## src/verilog/ppfm_pkg.sv

```systemverilog
// Purpose: Shared constants of the port pin function mux
// Assumes: 32-bit AXI4-Lite register bus, seven pins in compact slots
// Notes:   Slot k of every pin vector and register is one pin

package ppfm_pkg;

   // ----------------------------------------------------------------
   // Pin slots
   // ----------------------------------------------------------------
   localparam int NPIN  = 7;
   localparam int SEL_W = 3;
   localparam int AW    = 8;
   localparam int P_PA0 = 0;
   localparam int P_PA3 = 1;
   localparam int P_PB3 = 2;
   localparam int P_PB4 = 3;
   localparam int P_PB5 = 4;
   localparam int P_PB6 = 5;
   localparam int P_PB7 = 6;

   // ----------------------------------------------------------------
   // Register map (byte addresses)
   // ----------------------------------------------------------------
   localparam logic [AW-1:0] A_DATA = 8'h00;
   localparam logic [AW-1:0] A_DIR  = 8'h04;
   localparam logic [AW-1:0] A_PULL = 8'h08;
   localparam logic [AW-1:0] A_DIE  = 8'h0c;
   localparam logic [AW-1:0] A_WAKE = 8'h10;
   localparam logic [AW-1:0] A_IN   = 8'h14;
   localparam logic [AW-1:0] A_SEL  = 8'h18;
   localparam logic [AW-1:0] A_STAT = 8'h1c;
   localparam logic [AW-1:0] A_MASK = 8'h20;

   // ----------------------------------------------------------------
   // Reset values, fields, codes
   // ----------------------------------------------------------------
   localparam logic [NPIN-1:0]       RST_PIN  = 7'h00;
   localparam logic [NPIN*SEL_W-1:0] RST_SEL  = 21'h000000;
   localparam logic [1:0]            RST_IRQ  = 2'h0;
   localparam int                    ST_EXT   = 0;
   localparam int                    ST_WAKE  = 1;
   localparam logic [SEL_W-1:0]      SEL_GPIO = 3'h0;
   localparam logic [SEL_W-1:0]      SEL_F1   = 3'h1;
   localparam logic [SEL_W-1:0]      SEL_F2   = 3'h2;
   localparam logic [SEL_W-1:0]      SEL_F3   = 3'h3;
   localparam logic [SEL_W-1:0]      SEL_F4   = 3'h4;
   localparam logic [1:0]            RESP_OK  = 2'h0;
   localparam logic [1:0]            RESP_ERR = 2'h2;

endpackage

```

## src/verilog/ppfm_pin_cell.sv

```systemverilog
// Purpose: One port pin: input filter, edge detect, output drive
// Assumes: pad_in_i is asynchronous to clk_i
// Notes:   Output, enable and pull are registered

module ppfm_pin_cell (
   // Clock and reset
   input  wire logic clk_i,
   input  wire logic rst_i,
   // Pad side
   input  wire logic pad_in_i,
   output logic      pad_out_o,
   output logic      pad_oe_o,
   output logic      pad_pull_o,
   // Control
   input  wire logic gp_data_i,
   input  wire logic gp_dir_i,
   input  wire logic pull_i,
   input  wire logic die_i,
   input  wire logic alt_en_i,
   input  wire logic alt_val_i,
   input  wire logic ana_i,
   // Sensed input
   output logic      din_o,
   output logic      chg_o
);

   logic s1_r, s2_r, s3_r, fil_r, chg_r, out_r, oe_r, pull_r;
   logic s1_nxt, s2_nxt, s3_nxt, fil_nxt, chg_nxt, out_nxt, oe_nxt, pull_nxt;

   // ----------------------------------------------------------------
   // Next state
   // ----------------------------------------------------------------
   always_comb begin
      s1_nxt   = pad_in_i;
      s2_nxt   = s1_r;
      s3_nxt   = s2_r;
      // A level counts once the second and third stages agree
      fil_nxt  = (s2_r == s3_r) ? s3_r : fil_r;
      // Disabled input raises no edge, and so no wake or interrupt
      chg_nxt  = die_i && (s2_r == s3_r) && (s3_r != fil_r);
      // Peripheral output wins over the general-purpose data
      out_nxt  = alt_en_i ? alt_val_i : gp_data_i;
      oe_nxt   = alt_en_i | (gp_dir_i & ~ana_i);
      pull_nxt = pull_i;
   end

   always_ff @(posedge clk_i) begin
      if (rst_i) begin
         s1_r   <= 1'b0;
         s2_r   <= 1'b0;
         s3_r   <= 1'b0;
         fil_r  <= 1'b0;
         chg_r  <= 1'b0;
         out_r  <= 1'b0;
         oe_r   <= 1'b0;
         pull_r <= 1'b0;
      end else begin
         s1_r   <= s1_nxt;
         s2_r   <= s2_nxt;
         s3_r   <= s3_nxt;
         fil_r  <= fil_nxt;
         chg_r  <= chg_nxt;
         out_r  <= out_nxt;
         oe_r   <= oe_nxt;
         pull_r <= pull_nxt;
      end
   end

   assign pad_out_o  = out_r;
   assign pad_oe_o   = oe_r;
   assign pad_pull_o = pull_r;
   assign din_o      = fil_r & die_i;
   assign chg_o      = chg_r;

endmodule

```

## src/verilog/ppfm_top.sv

```systemverilog
// Purpose: Pin function mux for port A bits 0,3 and port B bits 3..7
// Assumes: One clock, synchronous active-high reset, AXI4-Lite slave
// Notes:   Pin slot order PA0 PA3 PB3 PB4 PB5 PB6 PB7 in all vectors
//
// Summary of operation
// - Each pin is input or push-pull output, with its own pull-up enable.
// - Any wake-enabled pin changing during sleep wakes the system.
// - Input-enable bit 0 disables the pin's digital input and its wake-up.
// - Port A bit 0 is external interrupt zero on both edges.
// - PA0 may drive comparator output, wide PWM zero or LCD common.
// - PA3 may carry comparator input one, timer A PWM, LCD common, PWM two.
// - PB7 may carry comparator input three, timer B PWM, wide PWM one.
// - PB6 may carry comparator input two, timer B PWM, wide PWM one.
// - PB4 may output timer A PWM or wide PWM zero.

module ppfm_top
   import ppfm_pkg::*;
(
   // Clock and reset
   input  wire logic                 clk_i,
   input  wire logic                 rst_i,
   // AXI4-Lite write
   input  wire logic                 s_axi_awvalid,
   output logic                      s_axi_awready,
   input  wire logic [ppfm_pkg::AW-1:0] s_axi_awaddr,
   input  wire logic                 s_axi_wvalid,
   output logic                      s_axi_wready,
   input  wire logic [31:0]          s_axi_wdata,
   input  wire logic [3:0]           s_axi_wstrb,
   output logic                      s_axi_bvalid,
   input  wire logic                 s_axi_bready,
   output logic [1:0]                s_axi_bresp,
   // AXI4-Lite read
   input  wire logic                 s_axi_arvalid,
   output logic                      s_axi_arready,
   input  wire logic [ppfm_pkg::AW-1:0] s_axi_araddr,
   output logic                      s_axi_rvalid,
   input  wire logic                 s_axi_rready,
   output logic [31:0]               s_axi_rdata,
   output logic [1:0]                s_axi_rresp,
   // Pads
   input  wire logic [ppfm_pkg::NPIN-1:0] pad_in_i,
   output logic [ppfm_pkg::NPIN-1:0] pad_out_o,
   output logic [ppfm_pkg::NPIN-1:0] pad_oe_o,
   output logic [ppfm_pkg::NPIN-1:0] pad_pull_o,
   // Peripheral outputs to route
   input  wire logic                 comparator_out_i,
   input  wire logic                 timer_a_pwm_out_i,
   input  wire logic                 timer_b_pwm_out_i,
   input  wire logic                 wide_pwm_zero_out_i,
   input  wire logic                 wide_pwm_one_out_i,
   input  wire logic                 wide_pwm_two_out_i,
   input  wire logic                 lcd_common_b_i,
   input  wire logic                 lcd_common_d_i,
   // Analogue routing and events
   output logic                      comparator_neg_in_one_o,
   output logic                      comparator_neg_in_two_o,
   output logic                      comparator_neg_in_three_o,
   input  wire logic                 sleep_i,
   output logic                      wake_o,
   output logic                      ext_irq_line_zero_o,
   output logic                      irq_o
);
   import ppfm_pkg::*;

   logic              aw_hold_r, aw_hold_nxt, w_hold_r, w_hold_nxt;
   logic [AW-1:0]     aw_addr_r, aw_addr_nxt;
   logic [31:0]       w_data_r, w_data_nxt;
   logic [3:0]        w_strb_r, w_strb_nxt;
   logic              awrdy_r, awrdy_nxt, wrdy_r, wrdy_nxt, ardy_r, ardy_nxt;
   logic              bvalid_r, bvalid_nxt, rvalid_r, rvalid_nxt;
   logic [1:0]        bresp_r, bresp_nxt, rresp_r, rresp_nxt;
   logic [31:0]       rdata_r, rdata_nxt, wv;
   logic [NPIN-1:0]   data_r, data_nxt, dir_r, dir_nxt, pull_r, pull_nxt;
   logic [NPIN-1:0]   die_r, die_nxt, wken_r, wken_nxt;
   logic [NPIN*SEL_W-1:0] sel_r, sel_nxt;
   logic [1:0]        stat_r, stat_nxt, mask_r, mask_nxt, ev, clr;
   logic              irq_r, irq_nxt, ext_r, ext_nxt, wake_r, wake_nxt;
   logic [2:0]        neg_r, neg_nxt;
   logic [NPIN-1:0]   alt_en, alt_val, ana, din, chg;
   logic              aw_hs, w_hs, ar_hs;

   function automatic logic [31:0] wmerge(input logic [31:0] o, input logic [31:0] d,
                                          input logic [3:0] s);
      logic [31:0] r;
      r = o;
      for (int i = 0; i < 4; i++) begin
         if (s[i]) begin
            r[8*i +: 8] = d[8*i +: 8];
         end
      end
      return r;
   endfunction

   // ----------------------------------------------------------------
   // Alternate function decode
   // ----------------------------------------------------------------
   // Unlisted select codes fall back to general-purpose use
   always_comb begin
      alt_en  = '0;
      alt_val = '0;
      ana     = '0;
      case (sel_r[SEL_W*P_PA0 +: SEL_W])
         SEL_F1: begin alt_en[P_PA0] = 1'b1; alt_val[P_PA0] = comparator_out_i; end
         SEL_F2: begin alt_en[P_PA0] = 1'b1; alt_val[P_PA0] = wide_pwm_zero_out_i; end
         SEL_F3: begin alt_en[P_PA0] = 1'b1; alt_val[P_PA0] = lcd_common_b_i; end
         default: ;
      endcase
      case (sel_r[SEL_W*P_PA3 +: SEL_W])
         SEL_F1: ana[P_PA3] = 1'b1;
         SEL_F2: begin alt_en[P_PA3] = 1'b1; alt_val[P_PA3] = timer_a_pwm_out_i; end
         SEL_F3: begin alt_en[P_PA3] = 1'b1; alt_val[P_PA3] = lcd_common_d_i; end
         SEL_F4: begin alt_en[P_PA3] = 1'b1; alt_val[P_PA3] = wide_pwm_two_out_i; end
         default: ;
      endcase
      case (sel_r[SEL_W*P_PB3 +: SEL_W])
         SEL_F1: begin alt_en[P_PB3] = 1'b1; alt_val[P_PB3] = wide_pwm_two_out_i; end
         default: ;
      endcase
      case (sel_r[SEL_W*P_PB4 +: SEL_W])
         SEL_F1: begin alt_en[P_PB4] = 1'b1; alt_val[P_PB4] = timer_a_pwm_out_i; end
         SEL_F2: begin alt_en[P_PB4] = 1'b1; alt_val[P_PB4] = wide_pwm_zero_out_i; end
         default: ;
      endcase
      case (sel_r[SEL_W*P_PB5 +: SEL_W])
         SEL_F1: begin alt_en[P_PB5] = 1'b1; alt_val[P_PB5] = timer_b_pwm_out_i; end
         SEL_F2: begin alt_en[P_PB5] = 1'b1; alt_val[P_PB5] = wide_pwm_zero_out_i; end
         default: ;
      endcase
      case (sel_r[SEL_W*P_PB6 +: SEL_W])
         SEL_F1: ana[P_PB6] = 1'b1;
         SEL_F2: begin alt_en[P_PB6] = 1'b1; alt_val[P_PB6] = timer_b_pwm_out_i; end
         SEL_F3: begin alt_en[P_PB6] = 1'b1; alt_val[P_PB6] = wide_pwm_one_out_i; end
         default: ;
      endcase
      case (sel_r[SEL_W*P_PB7 +: SEL_W])
         SEL_F1: ana[P_PB7] = 1'b1;
         SEL_F2: begin alt_en[P_PB7] = 1'b1; alt_val[P_PB7] = timer_b_pwm_out_i; end
         SEL_F3: begin alt_en[P_PB7] = 1'b1; alt_val[P_PB7] = wide_pwm_one_out_i; end
         default: ;
      endcase
   end

   // ----------------------------------------------------------------
   // Pin cells
   // ----------------------------------------------------------------
   for (genvar k = 0; k < NPIN; k++) begin : g_pin
      ppfm_pin_cell u_cell (
         .clk_i      (clk_i),
         .rst_i      (rst_i),
         .pad_in_i   (pad_in_i[k]),
         .pad_out_o  (pad_out_o[k]),
         .pad_oe_o   (pad_oe_o[k]),
         .pad_pull_o (pad_pull_o[k]),
         .gp_data_i  (data_r[k]),
         .gp_dir_i   (dir_r[k]),
         .pull_i     (pull_r[k]),
         .die_i      (die_r[k]),
         .alt_en_i   (alt_en[k]),
         .alt_val_i  (alt_val[k]),
         .ana_i      (ana[k]),
         .din_o      (din[k]),
         .chg_o      (chg[k])
      );
   end

   // ----------------------------------------------------------------
   // Bus slave, registers, events
   // ----------------------------------------------------------------
   assign aw_hs = s_axi_awvalid & awrdy_r;
   assign w_hs  = s_axi_wvalid & wrdy_r;
   assign ar_hs = s_axi_arvalid & ardy_r;

   always_comb begin
      aw_hold_nxt = aw_hold_r;
      aw_addr_nxt = aw_addr_r;
      w_hold_nxt  = w_hold_r;
      w_data_nxt  = w_data_r;
      w_strb_nxt  = w_strb_r;
      bvalid_nxt  = bvalid_r & ~s_axi_bready;
      bresp_nxt   = bresp_r;
      rvalid_nxt  = rvalid_r & ~s_axi_rready;
      rresp_nxt   = rresp_r;
      rdata_nxt   = rdata_r;
      data_nxt    = data_r;
      dir_nxt     = dir_r;
      pull_nxt    = pull_r;
      die_nxt     = die_r;
      wken_nxt    = wken_r;
      sel_nxt     = sel_r;
      mask_nxt    = mask_r;
      clr         = 2'h0;
      wv          = 32'h0;
      if (aw_hs) begin
         aw_hold_nxt = 1'b1;
         aw_addr_nxt = s_axi_awaddr;
      end
      if (w_hs) begin
         w_hold_nxt = 1'b1;
         w_data_nxt = s_axi_wdata;
         w_strb_nxt = s_axi_wstrb;
      end
      // Both halves held: commit one cycle later, answering at the same edge
      if (aw_hold_r && w_hold_r && !bvalid_r) begin
         aw_hold_nxt = 1'b0;
         w_hold_nxt  = 1'b0;
         bvalid_nxt  = 1'b1;
         bresp_nxt   = RESP_OK;
         if (aw_addr_r == A_DATA) begin
            data_nxt = NPIN'(wmerge({25'h0, data_r}, w_data_r, w_strb_r));
         end else if (aw_addr_r == A_DIR) begin
            dir_nxt = NPIN'(wmerge({25'h0, dir_r}, w_data_r, w_strb_r));
         end else if (aw_addr_r == A_PULL) begin
            pull_nxt = NPIN'(wmerge({25'h0, pull_r}, w_data_r, w_strb_r));
         end else if (aw_addr_r == A_DIE) begin
            die_nxt = NPIN'(wmerge({25'h0, die_r}, w_data_r, w_strb_r));
         end else if (aw_addr_r == A_WAKE) begin
            wken_nxt = NPIN'(wmerge({25'h0, wken_r}, w_data_r, w_strb_r));
         end else if (aw_addr_r == A_SEL) begin
            sel_nxt = (NPIN*SEL_W)'(wmerge({11'h0, sel_r}, w_data_r, w_strb_r));
         end else if (aw_addr_r == A_MASK) begin
            mask_nxt = 2'(wmerge({30'h0, mask_r}, w_data_r, w_strb_r));
         end else if (aw_addr_r == A_IN || aw_addr_r == A_STAT) begin
            // Read-only registers ignore writes
            bresp_nxt = RESP_OK;
         end else begin
            bresp_nxt = RESP_ERR;
         end
      end
      if (ar_hs) begin
         rvalid_nxt = 1'b1;
         rresp_nxt  = RESP_OK;
         if (s_axi_araddr == A_DATA) begin
            wv[NPIN-1:0] = data_r;
         end else if (s_axi_araddr == A_DIR) begin
            wv[NPIN-1:0] = dir_r;
         end else if (s_axi_araddr == A_PULL) begin
            wv[NPIN-1:0] = pull_r;
         end else if (s_axi_araddr == A_DIE) begin
            wv[NPIN-1:0] = die_r;
         end else if (s_axi_araddr == A_WAKE) begin
            wv[NPIN-1:0] = wken_r;
         end else if (s_axi_araddr == A_IN) begin
            wv[NPIN-1:0] = din;
         end else if (s_axi_araddr == A_SEL) begin
            wv[NPIN*SEL_W-1:0] = sel_r;
         end else if (s_axi_araddr == A_STAT) begin
            wv[1:0] = stat_r;
            clr     = 2'h3;
         end else if (s_axi_araddr == A_MASK) begin
            wv[1:0] = mask_r;
         end else begin
            rresp_nxt = RESP_ERR;
         end
         rdata_nxt = wv;
      end
      awrdy_nxt = ~aw_hold_nxt & ~bvalid_nxt;
      wrdy_nxt  = ~w_hold_nxt & ~bvalid_nxt;
      ardy_nxt  = ~rvalid_nxt;
      // Events; a new event wins over a read-clear in the same cycle
      ev[ST_EXT]  = chg[P_PA0];
      ev[ST_WAKE] = sleep_i & |(chg & wken_r);
      stat_nxt    = (stat_r & ~clr) | ev;
      irq_nxt     = |(stat_nxt & mask_nxt);
      ext_nxt     = ev[ST_EXT];
      wake_nxt    = ev[ST_WAKE];
      neg_nxt     = {ana[P_PB7], ana[P_PB6], ana[P_PA3]};
   end

   always_ff @(posedge clk_i) begin
      if (rst_i) begin
         aw_hold_r <= 1'b0;
         aw_addr_r <= '0;
         w_hold_r  <= 1'b0;
         w_data_r  <= 32'h0;
         w_strb_r  <= 4'h0;
         awrdy_r   <= 1'b0;
         wrdy_r    <= 1'b0;
         ardy_r    <= 1'b0;
         bvalid_r  <= 1'b0;
         bresp_r   <= RESP_OK;
         rvalid_r  <= 1'b0;
         rresp_r   <= RESP_OK;
         rdata_r   <= 32'h0;
         data_r    <= RST_PIN;
         dir_r     <= RST_PIN;
         pull_r    <= RST_PIN;
         die_r     <= RST_PIN;
         wken_r    <= RST_PIN;
         sel_r     <= RST_SEL;
         stat_r    <= RST_IRQ;
         mask_r    <= RST_IRQ;
         irq_r     <= 1'b0;
         ext_r     <= 1'b0;
         wake_r    <= 1'b0;
         neg_r     <= 3'h0;
      end else begin
         aw_hold_r <= aw_hold_nxt;
         aw_addr_r <= aw_addr_nxt;
         w_hold_r  <= w_hold_nxt;
         w_data_r  <= w_data_nxt;
         w_strb_r  <= w_strb_nxt;
         awrdy_r   <= awrdy_nxt;
         wrdy_r    <= wrdy_nxt;
         ardy_r    <= ardy_nxt;
         bvalid_r  <= bvalid_nxt;
         bresp_r   <= bresp_nxt;
         rvalid_r  <= rvalid_nxt;
         rresp_r   <= rresp_nxt;
         rdata_r   <= rdata_nxt;
         data_r    <= data_nxt;
         dir_r     <= dir_nxt;
         pull_r    <= pull_nxt;
         die_r     <= die_nxt;
         wken_r    <= wken_nxt;
         sel_r     <= sel_nxt;
         stat_r    <= stat_nxt;
         mask_r    <= mask_nxt;
         irq_r     <= irq_nxt;
         ext_r     <= ext_nxt;
         wake_r    <= wake_nxt;
         neg_r     <= neg_nxt;
      end
   end

   assign s_axi_awready             = awrdy_r;
   assign s_axi_wready              = wrdy_r;
   assign s_axi_bvalid              = bvalid_r;
   assign s_axi_bresp               = bresp_r;
   assign s_axi_arready             = ardy_r;
   assign s_axi_rvalid              = rvalid_r;
   assign s_axi_rdata               = rdata_r;
   assign s_axi_rresp               = rresp_r;
   assign irq_o                     = irq_r;
   assign ext_irq_line_zero_o       = ext_r;
   assign wake_o                    = wake_r;
   assign comparator_neg_in_one_o   = neg_r[0];
   assign comparator_neg_in_two_o   = neg_r[1];
   assign comparator_neg_in_three_o = neg_r[2];
endmodule

```

## config.mk

```make
export PLATFORM = sky130hd
export DESIGN_NAME = ppfm_top
export DESIGN_NICKNAME = d
export VERILOG_FILES = /design/src/verilog/ppfm_pkg.sv /design/src/verilog/ppfm_pin_cell.sv /design/src/verilog/ppfm_top.sv
export SDC_FILE = /design/constraint.sdc
export NUM_CORES = 1
export LEC_CHECK = 0
export BUFFER_PORTS_ARGS = -buffer_cell sky130_fd_sc_hd__buf_2
export CORE_UTILIZATION = 55
export CTS_BUF_LIST = sky130_fd_sc_hd__clkbuf_8
export DETAILED_ROUTE_END_ITERATION = 10
export PLACE_DENSITY = 0.8
export SYNTH_ARGS = -nofsm -noshare
export SYNTH_HDL_FRONTEND = slang
export SYNTH_SLANG_ARGS = --single-unit
```

## constraint.sdc

```tcl
create_clock -name clk_i -period 1.9 [get_ports clk_i]
set_input_delay 0 -clock clk_i [delete_from_list [all_inputs] [get_ports clk_i]]
set_output_delay 0 -clock clk_i [all_outputs]
set_load 0.02 [all_outputs]
```

==> run metrics <==
diode count 0; CTS H-tree lvls 4; # rows 41; Seq cells post-synth ~180; Multi-input gate area 3190 sq um; syn avg cell area just under 9 sq um; Leak 3.75 nW; pre-CTS WS 0.0553 ns; Initial Util 57.0%; Post-synth top flop dfxtp_1; share of cells above drive strength 1 18.6%; largest net degree at the start of global routing 65; Core Footprint about 13000 sq um; PD cells 806 nW/um^2; final wirelength 17.9 mm; post-route minimum period 1.78 ns; Gate power share 7.4%; non-filler instance count after layout 1147; Top Ports 143; largest area contributor in the netlist dfxtp_1; switching part of the total between 20% and 30%; Post-CTS Setup Inserts 0; status finished, final reports clean; Congestion Overflow GR 0; hold crit path type in2reg; drt first pass iters 6; # DRC 0; Worst Skew 0.0177 ns; vias in the first global route between 5000 and 6000; DR iter-0 viols 466; Clock Latency Late Sink 0.48 ns; WP buf/inv 1; Register Area 3680 sq um; fmax approximately 0.56 GHz; Worst-Margin Slew around 0.65 ns; clock sink count 184; first-pass GRT wire length 28.1 mm; DR vias 6214; Clock Root Buffer clkbuf_8; gr usage total 27.4%; DP HPWL 11.7 mm; synthesized instance count 820; synthesized cell area 7290 sq um; commonest non-fill, non-tap cell in the layout dfxtp_1; fin crit share between 90% and 100%; max-cap violations 0; Sw Pwr 1.75 mW; clock share of power 36.6%; Die Height 117 um; unrepaired setup endpoints after global routing no; clock-pin slew on the worst setup and hold paths 0.09 ns; Routed wire per std cell 15.6 um; die area 13700 sq um; Clock Path Buffers 2; chip width about 120 um; initial antenna violation count 0; crit path cell chain and3b_2, nand3_1, nor4b_2, buf_4, mux2i_1, nor2_1; synthesis-to-finish area growth 21.1%; fin worst setup slack 0.123 ns; Worst EP required 2.23 ns; Avg Vias per Cell approximately 5.4; Crit path arrival time 2.10 ns; worst stage delay on the critical path approximately 0.42 ns; nets 1037; Yosys Warn Count 0; Worst Setup Path Type reg2reg; number of synthesized flops with an enable pin 0; Placer Congestion 0.880; register area share after synthesis roughly 51%; crit end category register; asr flop ratio synth 0%; # setup viols final 0; Distinct cells, synth between 40 and 50; Placed Cells incl. Taps roughly 1100; CTS tree done; worst-path fanout max 7; DRT antenna net count 0; Yosys top cell area share 50.5%; most frequent cells in the layout dfxtp_1 (184), nor2_1 (128), buf_2 (116); Worst path slowest cell dfxtp_1; ranking of synthesized cells by area dfxtp_1 (51%), mux2i_1 (9.5%), nor2_1 (6.6%); cell family with most CP delay simple AND/OR/NAND/NOR gates; sequential power share 56.0%; Critical Path Start Type register; Final Hold Vio Count 0; Fill cells 1004; Final Max Tran Viols 0; internal power between 5 and 6 mW; Slew HR 56.8%; Setup TNS 0 ns; Port Buffer Count 117; CTS Buf Count 17; VDD IR max 0.000481 V
[power by group through the flow]
| stage | Clock, mW | Combinational (mW) | Sequential [mW] |
|---|---|---|---|
| 6_report | 2.60 | 0.530 | 3.98 |
| 5_1_grt | 2.81 | 0.584 | 3.99 |
| 4_1_cts | 2.64 | 0.516 | 3.98 |
| 3_5_place_dp | 0 | 0.431 | 4.07 |
| 3_3_place_gp | 0 | 0.423 | 4.07 |
| 2_1_floorplan | 0 | 0.284 | 4.06 |
[cell type report]
class / instances / area share [%]
Clock inverter: 14 / 1.67
Timing Repair Buffer: 192 / 14.7
Multi-Input combinational cell: 556 / 36.2
Inverter: 11 / 0.468
Clock buffer: 18 / 2.81
Sequential cell: 184 / 41.8
Tap cell: 172 / 2.44
[Yosys cell counts (all sizes together), types with 3 or more instances]
cell / instances
nor2b: 37
or2: 3
a2111oi: 6
a31oi: 4
nand2b: 12
inv: 11
dfxtp: 184
nand2: 91
nor3b: 11
nor4b: 5
a22oi: 20
mux2i: 69
buf: 46
a211oi: 3
nor2: 129
mux2: 4
clkbuf: 35
a21oi: 72
o21ai: 19
nor3: 21
and2: 3
o22a: 4
[flip-flops by register name (all words and copies together), names as in the netlist, 8 cells and up]
| signal | count |
|---|---|
| aw_addr_r | 8 |
| s_axi_rdata | 21 |
| sel_r | 21 |
| w_data_r | 21 |
[worst paths after layout]
path | startpoint | end | slack, ns | cells past startpoint
worst max-delay path | w_hold_r | pull_r[3] | 0.12 | 6
worst min-delay path | s_axi_awvalid | aw_addr_r[7] | 0.02 | 4
worst max register to register | w_hold_r | pull_r[3] | 0.12 | 6
worst min register to register | g_pin[5].u_cell.s1_r | g_pin[5].u_cell.s2_r | 0.43 | 1
[layer usage]
| layer | GRT usage [%] | wire [um] | vias up |
|---|---|---|---|
| li1 | - | - | 3009 |
| met1 | 33.5 | 7610 | 2933 |
| met2 | 46.4 | 8620 | 240 |
| met3 | 7.00 | 1280 | 32 |
| met4 | 10.8 | 374 | 0 |
| met5 | 0 | 0 | - |
[cells by family after synthesis]
logic type      after synthesis  synth area share [%]
mux                          73                  10.1
buf+inv                      92                  6.63
compound gates              139                  11.4
simple gates                329                  21.0
other cells                   1                0.0515
xor+xnor                      2                 0.240
flops                       184                  50.5
[metrics by stage]
step	power [mW]	area, sq um	util [%]	hold slack, ns
floorplan	4.35	7330	-	0.124
global placement	4.49	7880	61.7	0.208
detailed placement	4.50	7880	61.7	0.213
CTS	7.13	8810	69.0	0.00131
global route	7.39	8820	69.1	0.0237
finish	7.11	8820	69.1	0.0198
[worst register-to-register path: stages (launching register included)]
cell     delay [ns]
dfxtp_1        0.42
and3b_2        0.27
nand3_1        0.15
nor4b_2        0.27
buf_4          0.25
mux2i_1        0.21
nor2_1         0.06
[what timing repair did]
action                                 CTS  global route
setup endpoints to repair                0            26
hold buffers                            53             0
endpoints found under the hold margin   54             0
resized for setup                        0             3
(Power assumes the default switching activity.)
